===== config.mk =====
export PLATFORM = sky130hd
export DESIGN_NAME = ibsf_top
export DESIGN_NICKNAME = d
export VERILOG_FILES = /design/src/ibsf_pkg.sv /design/src/ibsf_sync.sv /design/src/ibsf_cond.sv /design/src/ibsf_top.sv
export SDC_FILE = /design/constraint.sdc
export NUM_CORES = 1
export LEC_CHECK = 0
export BUFFER_PORTS_ARGS = -buffer_cell sky130_fd_sc_hd__buf_2
export CORE_ASPECT_RATIO = 1.4
export CORE_MARGIN = 4
export CORE_UTILIZATION = 41
export CTS_BUF_LIST = sky130_fd_sc_hd__clkbuf_8
export DETAILED_ROUTE_END_ITERATION = 6
export PLACE_DENSITY = 0.68
export SYNTH_ARGS = -nofsm -noshare
export SYNTH_HDL_FRONTEND = slang
export SYNTH_SLANG_ARGS = --single-unit

===== constraint.sdc =====
create_clock -name mclk -period 3.4 [get_ports mclk]
set_clock_uncertainty 0.05 [all_clocks]
set_input_delay 0.34 -clock mclk [delete_from_list [all_inputs] [get_ports mclk]]
set_output_delay 0.34 -clock mclk [all_outputs]
set_load 0.005 [all_outputs]

===== src/ibsf_pkg.sv =====
// constants and types shared by the bus status flag block
// assumes one 250 MHz clock and a byte wide register port
package ibsf_pkg;

  // ==========================================================
  // register port
  localparam int ADDR_W = 4;
  localparam int DATA_W = 8;
  localparam logic [3:0] OFS_STATUS = 4'h0;
  localparam logic [3:0] OFS_CTRL = 4'h1;
  localparam logic [3:0] OFS_IRQ_STAT = 4'h2;
  localparam logic [3:0] OFS_IRQ_EN = 4'h3;
  localparam logic [3:0] OFS_IRQ_CLR = 4'h4;

  // ==========================================================
  // status register fields
  localparam int ST_DIR = 3;
  localparam int ST_ACK = 2;
  localparam int ST_START = 1;
  localparam int ST_STOP = 0;
  localparam logic [7:0] STATUS_RST = 8'h00;

  // ==========================================================
  // control register fields
  localparam int CT_ENABLE = 0;
  localparam int CT_MASTER = 1;
  localparam int CT_START_GEN = 2;
  localparam int CT_WAIT_REL = 3;
  localparam int CT_COMM_SAVE = 4;
  localparam logic [1:0] CTRL_RST = 2'h0;

  // ==========================================================
  // interrupt fields
  localparam int IRQ_W = 3;
  localparam int IQ_START = 0;
  localparam int IQ_STOP = 1;
  localparam int IQ_ACK = 2;
  localparam logic [2:0] IRQ_RST = 3'h0;

  // ==========================================================
  // serial clock counting
  localparam logic [3:0] CNT_IDLE = 4'h0;
  localparam logic [3:0] CNT_DIR_BIT = 4'h8;
  localparam logic [3:0] CNT_ACK_BIT = 4'h9;
  localparam logic [3:0] CNT_FIRST = 4'h1;

  typedef enum logic [1:0] {
    IBSF_PH_IDLE = 2'b00,
    IBSF_PH_ADDR = 2'b01,
    IBSF_PH_DATA = 2'b11
  } ibsf_phase_type;

endpackage


===== src/ibsf_sync.sv =====
// two stage synchroniser, one lane per bit
// assumes inputs come from outside the mclk domain
`timescale 1ns/1ps
`default_nettype none
module ibsf_sync #(
  parameter int W = 2
) (
  // clock and reset
  input wire logic mclk,
  input wire logic rst,
  // lanes
  input wire logic [W-1:0] async_in,
  output logic [W-1:0] sync_out
);

  logic [W-1:0] meta_q;

  // ==========================================================
  // per bit flop pair
  genvar i;
  generate
    for (i = 0; i < W; i = i + 1)
    begin : g_lane
      always_ff @(posedge mclk)
      begin
        if (rst)
        begin
          meta_q[i] <= 1'b1;
          sync_out[i] <= 1'b1;
        end
        else
        begin
          meta_q[i] <= async_in[i];
          sync_out[i] <= meta_q[i];
        end
      end
    end
  endgenerate

endmodule
`default_nettype wire


===== src/ibsf_cond.sv =====
// serial clock edges and start and stop conditions
// assumes synchronised line levels, idle high
`timescale 1ns/1ps
`default_nettype none
module ibsf_cond (
  // clock and reset
  input wire logic mclk,
  input wire logic rst,
  // synchronised lines
  input wire logic scl_s,
  input wire logic sda_s,
  // one cycle events
  output logic scl_rise,
  output logic scl_fall,
  output logic start_det,
  output logic stop_det
);

  typedef struct packed {
    logic scl;
    logic sda;
    logic rise;
    logic fall;
    logic start;
    logic stop;
  } ibsf_cond_type;

  ibsf_cond_type s_q;
  ibsf_cond_type s_d;

  always_comb
  begin
    s_d = s_q;
    s_d.scl = scl_s;
    s_d.sda = sda_s;
    s_d.rise = scl_s & ~s_q.scl;
    s_d.fall = ~scl_s & s_q.scl;
    // data edges while clock stays high
    s_d.start = scl_s & s_q.scl & s_q.sda & ~sda_s;
    s_d.stop = scl_s & s_q.scl & ~s_q.sda & sda_s;
  end

  always_ff @(posedge mclk)
  begin
    if (rst)
      s_q <= '{scl: 1'b1, sda: 1'b1, default: 1'b0};
    else
      s_q <= s_d;
  end

  assign scl_rise = s_q.rise;
  assign scl_fall = s_q.fall;
  assign start_det = s_q.start;
  assign stop_det = s_q.stop;

endmodule
`default_nettype wire


===== src/ibsf_top.sv =====
// bus status flags: direction, acknowledge, start and stop seen
// assumes pins sampled on mclk, register port on mclk, sync reset
//
// Functional notes
// direction 0: receive, data line released
// direction 1: drive latch after first ninth clock; here master start generation drives at once
// master start generation sets direction
// slave sets direction on first byte bit 1
// master clears direction after sending bit 1
// stop, save, disable, arbitration loss clear direction
// wait release at ninth clock clears direction
// acknowledge flag set on low ninth rise
// acknowledge flag cleared on listed events
// start flag set on start condition
// start flag cleared after address byte
// stop flag set on stop condition
// stop flag cleared on next address clock
// flags read only, reset to zero
// software writes to flags ignored
//
// Chosen here: strobed register access and the placing of the registers.
`timescale 1ns/1ps
`default_nettype none
module ibsf_top (
  // clock and reset
  input wire logic mclk,
  input wire logic rst,
  // register port
  input wire logic [3:0] reg_addr,
  input wire logic [7:0] reg_wdata,
  input wire logic reg_wr,
  input wire logic reg_rd,
  output logic [7:0] reg_rdata,
  // serial lines
  input wire logic serial_clock_line,
  input wire logic serial_data_line_in,
  output logic serial_data_line_out,
  output logic serial_data_line_oe,
  // neighbouring logic
  input wire logic arbitration_lost_flag,
  input wire logic shift_out_bit,
  // flags and interrupt
  output logic transfer_direction_flag,
  output logic ack_seen_flag,
  output logic start_seen_flag,
  output logic stop_seen_flag,
  output logic irq
);

  // ==========================================================
  // state
  typedef struct packed {
    logic enable;
    logic master;
    logic en_prev;
    logic ald_prev;
    ibsf_pkg::ibsf_phase_type phase;
    logic [3:0] cnt;
    logic first_byte;
    logic drive_ok;
    logic waiting;
    logic dir;
    logic ack;
    logic start;
    logic stop;
    logic [2:0] irq_stat;
    logic [2:0] irq_en;
    logic [7:0] rdata;
    logic sda_o;
    logic sda_oe;
    logic irq;
  } ibsf_state_type;

  ibsf_state_type s_q;
  ibsf_state_type s_d;

  logic scl_s;
  logic sda_s;
  logic scl_rise;
  logic scl_fall;
  logic start_det;
  logic stop_det;

  // ==========================================================
  // pin synchronisers and condition detector
  ibsf_sync #(
    .W(2)
  ) u_sync (
    .mclk(mclk),
    .rst(rst),
    .async_in({serial_clock_line, serial_data_line_in}),
    .sync_out({scl_s, sda_s})
  );

  ibsf_cond u_cond (
    .mclk(mclk),
    .rst(rst),
    .scl_s(scl_s),
    .sda_s(sda_s),
    .scl_rise(scl_rise),
    .scl_fall(scl_fall),
    .start_det(start_det),
    .stop_det(stop_det)
  );

  // ==========================================================
  // next state
  logic wr_ctrl;
  logic wr_irq_en;
  logic wr_irq_clr;
  logic start_gen;
  logic wait_rel;
  logic comm_save;
  logic en_fall;
  logic ald_rise;
  logic start_ev;
  logic stop_ev;
  logic first_clk;
  logic dir_bit_clk;
  logic ack_clk;
  logic ack_fall;
  logic dir_set;
  logic dir_clr;
  logic [2:0] irq_set;
  logic [7:0] status;

  always_comb
  begin
    s_d = s_q;
    wr_ctrl = reg_wr && (reg_addr == ibsf_pkg::OFS_CTRL);
    wr_irq_en = reg_wr && (reg_addr == ibsf_pkg::OFS_IRQ_EN);
    wr_irq_clr = reg_wr && (reg_addr == ibsf_pkg::OFS_IRQ_CLR);
    start_gen = wr_ctrl && reg_wdata[ibsf_pkg::CT_START_GEN] && s_q.enable
      && s_q.master;
    wait_rel = wr_ctrl && reg_wdata[ibsf_pkg::CT_WAIT_REL];
    comm_save = wr_ctrl && reg_wdata[ibsf_pkg::CT_COMM_SAVE];
    en_fall = s_q.en_prev && !s_q.enable;
    ald_rise = arbitration_lost_flag && !s_q.ald_prev;
    start_ev = start_det && s_q.enable;
    stop_ev = stop_det && s_q.enable;
    first_clk = scl_rise && s_q.enable
      && ((s_q.cnt == ibsf_pkg::CNT_ACK_BIT)
      || (s_q.cnt == ibsf_pkg::CNT_IDLE));
    // cnt holds the rises already seen in this byte, so the
    // eighth rise arrives while cnt still reads one less
    dir_bit_clk = scl_rise && s_q.enable && s_q.first_byte
      && (s_q.cnt == (ibsf_pkg::CNT_DIR_BIT - 4'h1));
    ack_clk = scl_rise && s_q.enable
      && (s_q.cnt == ibsf_pkg::CNT_DIR_BIT);
    ack_fall = scl_fall && s_q.enable
      && (s_q.cnt == ibsf_pkg::CNT_ACK_BIT);

    s_d.en_prev = s_q.enable;
    s_d.ald_prev = arbitration_lost_flag;

    // ----------------------------------------------------------
    // control register
    if (wr_ctrl)
    begin
      s_d.enable = reg_wdata[ibsf_pkg::CT_ENABLE];
      s_d.master = reg_wdata[ibsf_pkg::CT_MASTER];
    end

    // ----------------------------------------------------------
    // serial clock counter and byte phase
    if (start_ev || stop_ev || !s_q.enable)
    begin
      s_d.cnt = ibsf_pkg::CNT_IDLE;
      s_d.first_byte = start_ev;
      s_d.phase = start_ev ? ibsf_pkg::IBSF_PH_ADDR
        : ibsf_pkg::IBSF_PH_IDLE;
    end
    else if (scl_rise)
    begin
      if (s_q.cnt == ibsf_pkg::CNT_ACK_BIT)
      begin
        s_d.cnt = ibsf_pkg::CNT_FIRST;
        s_d.first_byte = 1'b0;
        if (s_q.phase == ibsf_pkg::IBSF_PH_ADDR)
          s_d.phase = ibsf_pkg::IBSF_PH_DATA;
      end
      else
        s_d.cnt = s_q.cnt + 4'h1;
    end

    // bus held low after ninth clock until released
    if (ack_fall)
      s_d.waiting = 1'b1;
    else if (scl_rise || start_ev || stop_ev || wait_rel || !s_q.enable)
      s_d.waiting = 1'b0;

    // ----------------------------------------------------------
    // direction flag
    dir_set = 1'b0;
    dir_clr = 1'b0;
    if (start_gen)
      dir_set = 1'b1;
    if (dir_bit_clk && !s_q.master && sda_s)
      dir_set = 1'b1;
    if (dir_bit_clk && s_q.master && s_q.dir && shift_out_bit)
      dir_clr = 1'b1;
    if (stop_ev || comm_save || en_fall || ald_rise)
      dir_clr = 1'b1;
    if (start_ev && !s_q.master)
      dir_clr = 1'b1;
    if (wait_rel && s_q.dir && s_q.waiting)
      dir_clr = 1'b1;
    if (dir_clr)
      s_d.dir = 1'b0;
    else if (dir_set)
      s_d.dir = 1'b1;

    // drive window opens at master start generation or first byte ninth clock fall
    if (dir_clr || !s_q.enable)
      s_d.drive_ok = 1'b0;
    else if (start_gen)
      s_d.drive_ok = 1'b1;
    else if (ack_fall && s_q.first_byte)
      s_d.drive_ok = 1'b1;

    // ----------------------------------------------------------
    // acknowledge flag
    if (ack_clk && !sda_s)
      s_d.ack = 1'b1;
    else if (stop_ev || first_clk || comm_save || en_fall)
      s_d.ack = 1'b0;

    // ----------------------------------------------------------
    // start and stop flags
    if (start_ev)
      s_d.start = 1'b1;
    else if (stop_ev || comm_save || en_fall)
      s_d.start = 1'b0;
    else if (first_clk && s_q.phase == ibsf_pkg::IBSF_PH_ADDR
      && s_q.cnt == ibsf_pkg::CNT_ACK_BIT)
      s_d.start = 1'b0;

    if (stop_ev)
      s_d.stop = 1'b1;
    else if (en_fall || !s_q.enable)
      s_d.stop = 1'b0;
    else if (scl_rise && s_q.start && s_q.cnt == ibsf_pkg::CNT_IDLE)
      s_d.stop = 1'b0;

    // ----------------------------------------------------------
    // interrupts, set wins over clear
    irq_set = '0;
    irq_set[ibsf_pkg::IQ_START] = start_ev;
    irq_set[ibsf_pkg::IQ_STOP] = stop_ev;
    irq_set[ibsf_pkg::IQ_ACK] = ack_clk && !sda_s;
    if (wr_irq_en)
      s_d.irq_en = reg_wdata[2:0];
    if (wr_irq_clr)
      s_d.irq_stat = (s_q.irq_stat & ~reg_wdata[2:0]) | irq_set;
    else
      s_d.irq_stat = s_q.irq_stat | irq_set;
    s_d.irq = |(s_d.irq_stat & s_d.irq_en);

    // ----------------------------------------------------------
    // data line: released unless transmitting
    s_d.sda_oe = s_d.dir && s_d.drive_ok;
    s_d.sda_o = s_d.sda_oe ? shift_out_bit : 1'b1;

    // ----------------------------------------------------------
    // register read, status is never written
    status = ibsf_pkg::STATUS_RST;
    status[ibsf_pkg::ST_DIR] = s_q.dir;
    status[ibsf_pkg::ST_ACK] = s_q.ack;
    status[ibsf_pkg::ST_START] = s_q.start;
    status[ibsf_pkg::ST_STOP] = s_q.stop;
    s_d.rdata = 8'h00;
    if (reg_rd)
    begin
      if (reg_addr == ibsf_pkg::OFS_STATUS)
        s_d.rdata = status;
      else if (reg_addr == ibsf_pkg::OFS_CTRL)
        s_d.rdata = {6'h00, s_q.master, s_q.enable};
      else if (reg_addr == ibsf_pkg::OFS_IRQ_STAT)
        s_d.rdata = {5'h00, s_q.irq_stat};
      else if (reg_addr == ibsf_pkg::OFS_IRQ_EN)
        s_d.rdata = {5'h00, s_q.irq_en};
      else
        s_d.rdata = 8'h00;
    end
  end

  // ==========================================================
  // state register
  always_ff @(posedge mclk)
  begin
    if (rst)
    begin
      s_q <= '0;
      s_q.phase <= ibsf_pkg::IBSF_PH_IDLE;
      s_q.enable <= ibsf_pkg::CTRL_RST[0];
      s_q.master <= ibsf_pkg::CTRL_RST[1];
      s_q.irq_stat <= ibsf_pkg::IRQ_RST;
      s_q.irq_en <= ibsf_pkg::IRQ_RST;
      s_q.sda_o <= 1'b1;
    end
    else
      s_q <= s_d;
  end

  // ==========================================================
  // outputs
  assign reg_rdata = s_q.rdata;
  assign serial_data_line_out = s_q.sda_o;
  assign serial_data_line_oe = s_q.sda_oe;
  assign transfer_direction_flag = s_q.dir;
  assign ack_seen_flag = s_q.ack;
  assign start_seen_flag = s_q.start;
  assign stop_seen_flag = s_q.stop;
  assign irq = s_q.irq;

endmodule
`default_nettype wire


==> results of run 1 <==
==> synthesized netlist by cell type (2+ instances only) <==
cell type,n
nor3b_1,5
nor4_1,2
dfxtp_1,40
a31oi_1,5
nand2b_1,2
nand3_1,10
a311oi_1,2
o221ai_1,2
mux2i_1,4
nor2b_1,7
nor4b_1,2
xnor2_1,2
nand3b_1,2
buf_4,9
or2_2,6
inv_1,13
nand2_1,9
and3_1,2
clkbuf_1,5
o21ai_0,5
a21oi_1,13
nor3_1,5
nor2_1,15
==> kinds of logic after synthesis <==
family	count (synthesis)	share of synthesized area, %
AND/OR/NAND/NOR	77	25.61
flip-flops	40	46.96
AO/OA/AOI/OAI	38	14.31
buffers and inverters	28	8.217
multiplexers	5	3.668
XOR/XNOR	2	1.027
other	1	0.2199
==> power by group through the flow <==
| stage | logic [mW] | clock network, mW | registers, mW |
|---|---|---|---|
| after floorplan | 0.0290 | 0 | 0.487 |
| after global placement | 0.0410 | 0 | 0.488 |
| after detailed placement | 0.0411 | 0 | 0.489 |
| after CTS | 0.0413 | 0.322 | 0.478 |
| after global routing | 0.0474 | 0.340 | 0.478 |
| final | 0.0415 | 0.309 | 0.478 |
==> final timing paths <==
kind	end	slack [ns]	depth (start not counted)
worst max-delay path	serial_data_line_out	1.19	4
worst min-delay path	u_sync.meta_q[1]	0.19	2
worst min register to register	u_sync.sync_out[1]	0.36	1
worst max register to register	serial_data_line_out	1.19	4
==> through the flow <==
step | setup slack [ns] | hold slack, ns | utilization (%) | power [mW]
after floorplan | 1.532 | 0.3392 | - | 0.5160
after global placement | 1.202 | 0.3443 | 45.51 | 0.5294
after detailed placement | 1.194 | 0.3488 | 45.51 | 0.5297
after CTS | 1.195 | 0.1783 | 47.77 | 0.8408
after global routing | 1.078 | 0.1886 | 47.77 | 0.8654
final | 1.187 | 0.1853 | 47.77 | 0.8285
==> flip-flops by register name, indices dropped and copies added (netlist names) <==
| register | count |
|---|---|
| ack_seen_flag | 1 |
| serial_data_line_out | 1 |
| reg_rdata | 4 |
| u_cond.scl_fall | 1 |
| serial_data_line_oe | 1 |
| s_q | 18 |
| u_cond.stop_det | 1 |
| s_d | 1 |
| u_sync.meta_q | 2 |
| u_sync.sync_out | 2 |
| transfer_direction_flag | 1 |
| start_seen_flag | 1 |
| u_cond.scl_rise | 1 |
| stop_seen_flag | 1 |
| irq | 1 |
| u_cond.s_q | 2 |
| u_cond.start_det | 1 |
==> area by class of cell <==
type | instances | area, um^2 | share of cell area [%]
multi-input cells | 126 | 775.7 | 40.74
clock buffers | 6 | 82.58 | 4.336
inverters | 13 | 48.80 | 2.562
well taps | 43 | 53.80 | 2.825
clock inverters | 2 | 7.507 | 0.3942
repair buffers | 27 | 135.1 | 7.096
flip-flops and latches | 40 | 800.8 | 42.05
==> routing by layer <==
metal | vias to the layer above | share of wire (%) | GRT usage (%)
li1 | 707 | - | -
met1 | 647 | 45 | 16.45
met2 | 22 | 49 | 25.05
met3 | 6 | 4.0 | 3.481
met4 | 0 | 1.9 | 6.627
met5 | - | 0 | 0
==> worst max-delay path, stage by stage, from the launching register on <==
cell	delay (ns)
dfxtp_1	0.62
mux2i_1	0.28
o21ai_1	0.09
or4_4	0.55
or4_1	0.51
==> impl_metrics.json, run 1 <==
{
  "status": "complete, no violations",
  "cts_resized": 0,
  "dr.pass1.iters": 4,
  "hp-start": "serial_clock_line",
  "dr.first_iter.drc_count": 13,
  "fp.dieH_um": 84.31,
  "postSynthAreaPerCell_um2": 8.929,
  "pwr_density_cell_mw_per_mm2": 435.0,
  "swShare_pct": 21.38,
  "leakage_nw": 0.7583,
  "drt_wl_total_um": 3504,
  "drive_above_1_share_pct": 20.09,
  "final_common_cell": "dfxtp_1",
  "critPathKind": "reg2reg",
  "nets": 233,
  "p_switching_uw": 177.2,
  "end_kind": "register",
  "vdd_drop_max_mv": 0.2325,
  "hpwl_um": 2610,
  "path_clk_slew_ns": 0.07,
  "grt_pass1_wl_um": 6099,
  "die_width_um": 62.51,
  "ctsHtreeMaxLevel": 2,
  "via_per_inst": 5.377,
  "drv_cap": 0,
  "clkPwrFrac_pct": 37.3,
  "ctsRootBufferMaster": "clkbuf_8",
  "worstHoldPathType": "in2reg",
  "numCtsBuffers": 5,
  "arrival_ns": 2.33,
  "yosys.area.top_type_share_pct": 46.96,
  "overflow": 0,
  "cp_max_fo": 15,
  "rr_startpoint": "s_d[31]",
  "hold_violations": 0,
  "ys_types": 47,
  "finalCritPeriodShare_pct": 65.10,
  "seqPwrFrac_pct": 57.7,
  "start_util_pct": 42.78,
  "yosysTopAreaCell": "dfxtp_1",
  "placed_area_mm2": 0.001814,
  "synth_area_leaders": "dfxtp_1 (47%), buf_4 (4.0%), a21oi_1 (3.8%)",
  "relSlewSlack_pct": 51.75,
  "core_mm2": 0.003986,
  "async_flop_share_pct": 0,
  "antenna_cells": 0,
  "num_vias": 1382,
  "die-area_mm2": 0.005270,
  "rows": 27,
  "required_ns": 3.51,
  "wl_per_cell_um": 13.63,
  "intPower_uw": 651.3,
  "placed_cells": 249,
  "comb_power_share_pct": 5.0,
  "port_buffers": 27,
  "antenna_found_initial": 0,
  "rsz0062_at_grt": "no",
  "hold_buffers": 0,
  "tns_ns": 0,
  "cts_sinks": 40,
  "start_kind": "register",
  "track_usage_pct": 14.38,
  "drv_slew": 0,
  "period_needed_ns": 2.213,
  "cts_buffer_depth": 2,
  "cp-startpoint": "s_d[31]",
  "ys.flop_type": "dfxtp_1",
  "num-fill-cells": 401,
  "synth-seq-cells": 40,
  "synth-edff-count": 0,
  "fin_cells": 257,
  "synthCells": 191,
  "seq_area_frac_synth_pct": 46.96,
  "cts_tree": "built",
  "insertion_delay_ns": 0.29,
  "setup_viol": 0,
  "drc_errors": 0,
  "grt_start_max_net_pins": 24,
  "fmax_ghz": 0.4518,
  "io_pins": 35,
  "synth_area_mm2": 0.001705,
  "first_global_vias": 1335,
  "routabilityCongestion": 0.8203,
  "worst_pin_slew_ns": 0.7221,
  "antenna_left": 0,
  "synth_warnings": 0,
  "layout_common_cells": "dfxtp_1 (40), buf_2 (27), inv_1 (15), nor2_1 (15), a21oi_1 (13)",
  "fin_area_mm2": 0.001904,
  "syn_to_final_growth_pct": 11.67,
  "cts_setup_buffers": 0
}
(Power assumes the default switching activity.)
==> inputs of run 2 (changes only) <==
--- a/config.mk
+++ b/config.mk
@@ -11,7 +11,7 @@
 export CORE_UTILIZATION = 41
 export CTS_BUF_LIST = sky130_fd_sc_hd__clkbuf_8
 export DETAILED_ROUTE_END_ITERATION = 6
-export PLACE_DENSITY = 0.68
+export PLACE_DENSITY = 0.7
 export SYNTH_ARGS = -nofsm -noshare
 export SYNTH_HDL_FRONTEND = slang
 export SYNTH_SLANG_ARGS = --single-unit
==> constraint.sdc (replaced) <==
create_clock -name mclk -period 1.9 [get_ports mclk]
set_clock_uncertainty 0.05 [all_clocks]
set_input_delay 0.19 -clock mclk [delete_from_list [all_inputs] [get_ports mclk]]
set_output_delay 0.19 -clock mclk [all_outputs]
set_load 0.005 [all_outputs]
==> impl_metrics.json, run 2 (same netlist as run 1, synthesis figures left out) <==
{
  "dr.first_iter.drc_count": 21,
  "antenna_cells": 0,
  "antenna_found_initial": 0,
  "wl_per_cell_um": 13.41,
  "die_width_um": 62.51,
  "cts_sinks": 40,
  "arrival_ns": 1.99,
  "antenna_left": 0,
  "drc_errors": 0,
  "drv_cap": 0,
  "numCtsBuffers": 5,
  "pwr_density_cell_mw_per_mm2": 711.8,
  "status": "complete, no violations",
  "clkPwrFrac_pct": 35.3,
  "insertion_delay_ns": 0.29,
  "drive_above_1_share_pct": 28.21,
  "core_mm2": 0.003986,
  "ctsHtreeMaxLevel": 2,
  "rr_worst_depth": 4,
  "finalPower_mw": 1.462,
  "rsz0062_at_grt": "yes",
  "hp-start": "serial_clock_line",
  "dr.pass1.iters": 4,
  "cts_tree": "built",
  "ctsRootBufferMaster": "clkbuf_8",
  "p_switching_uw": 325.1,
  "port_buffers": 27,
  "path_clk_slew_ns": 0.08,
  "comb_power_share_pct": 6.3,
  "io_pins": 35,
  "fp.dieH_um": 84.31,
  "hpwl_um": 2849,
  "relSlewSlack_pct": 64.36,
  "rows": 27,
  "drv_slew": 0,
  "track_usage_pct": 14.59,
  "hold_violations": 0,
  "intPower_mw": 1.137,
  "vdd_drop_max_mv": 0.4700,
  "fin_util_pct": 51.54,
  "critPathKind": "reg2reg",
  "first_global_vias": 1386,
  "start_util_pct": 42.78,
  "swShare_pct": 22.23,
  "grt_start_max_net_pins": 23,
  "seqPwrFrac_pct": 58.4,
  "cp_max_fo": 2,
  "num_vias": 1481,
  "leakage_nw": 0.8546,
  "hold_depth": 2,
  "end_kind": "register",
  "worst_pin_slew_ns": 0.5271,
  "min_to": "u_sync.meta_q[1]",
  "fmax_ghz": 0.5348,
  "finalCritPeriodShare_pct": 98.41,
  "rr_startpoint": "s_d[31]",
  "placed_cells": 270,
  "via_per_inst": 5.347,
  "required_ns": 2.02,
  "fin_area_mm2": 0.002054,
  "die-area_mm2": 0.005270,
  "drt_wl_total_um": 3714,
  "overflow": 0,
  "fin_cells": 277,
  "grt_pass1_wl_um": 6161,
  "regMostFlops": "s_q",
  "r2r_end": "serial_data_line_out",
  "cts_buffer_depth": 2,
  "largest_reg_flops": 18,
  "syn_to_final_growth_pct": 20.47,
  "nets": 254,
  "cts_setup_buffers": 0,
  "period_needed_ns": 1.870,
  "setup_viol": 0,
  "layout_common_cells": "dfxtp_1 (39), buf_2 (27), buf_4 (21)",
  "placed_area_mm2": 0.001972,
  "final_common_cell": "dfxtp_1",
  "worstHoldPathType": "in2reg",
  "r2r_slack_ns": 0.03,
  "routabilityCongestion": 0.8428,
  "start_kind": "register"
}
## run 2: cell count changes in the layout (fill, tap and decap cells not counted)
cell and delta:
mux2i_2 +1, inv_1 -1, dfxtp_1 -1, dfxtp_2 +1, clkinv_2 +1, buf_4 +21, mux2i_1 -1, clkbuf_8 -1
## run 2: power by group through the flow
stage / logic (mW) / registers (mW) / clock network, mW
2_1_floorplan: 0.0518 / 0.872 / 0
3_3_place_gp: 0.0907 / 0.872 / 0
3_5_place_dp: 0.0914 / 0.872 / 0
4_1_cts: 0.0918 / 0.853 / 0.536
5_1_grt: 0.102 / 0.854 / 0.565
6_report: 0.0921 / 0.853 / 0.517
## run 2: repair_timing
item | in CTS | in global routing
resized for setup | 0 | 2
hold buffers | 0 | 0
endpoints found under the setup margin | 0 | 1
## run 2: critical path, cell delays in order, from the launching register on
cell     delay, ns
dfxtp_2       0.34
mux2i_2       0.23
o21ai_1       0.09
or4_4         0.52
or4_1         0.51
## run 2: cell type report
| class | instances | area, um^2 |
|---|---|---|
| clock inverters | 2 | 8.758 |
| fillers | 380 | 1932 |
| inverters | 13 | 48.80 |
| repair buffers | 48 | 292.8 |
| well taps | 43 | 53.80 |
| multi-input cells | 126 | 779.5 |
| clock buffers | 5 | 68.82 |
| flip-flops and latches | 40 | 802.0 |
## run 2: how the worst max path moves through the flow
stage,depth (start not counted),from,slack (ns),to
after floorplan,4,s_d[31],0.03,serial_data_line_out
after global placement,5,reg_addr[3],0.01,serial_data_line_out
after detailed placement,5,reg_addr[3],-0.04,serial_data_line_out
after CTS,4,s_d[31],0.0009,serial_data_line_out
after global routing,5,s_d[31],-0.03,serial_data_line_out
final,4,s_d[31],0.03,serial_data_line_out
## run 2: per-layer routing
metal / wire, um / part of all wire (%) / global-route usage [%]
met1: 1554 / 42 / 16.58
met4: 68 / 1.8 / 6.627
met3: 181 / 4.9 / 3.748
met5: 0 / 0 / 0
met2: 1909 / 51 / 25.44
## run 2: stage by stage
stage | setup TNS [ns] | worst slack [ns] | hold WS [ns]
floorplan | 0 | 0.03213 | 0.2207
global placement | 0 | 0.01036 | 0.3233
detailed placement | -0.04211 | -0.04211 | 0.3289
CTS | 0 | 0.0008600 | 0.02783
global route | -0.02744 | -0.02744 | 0.02983
finish | 0 | 0.03016 | 0.03624
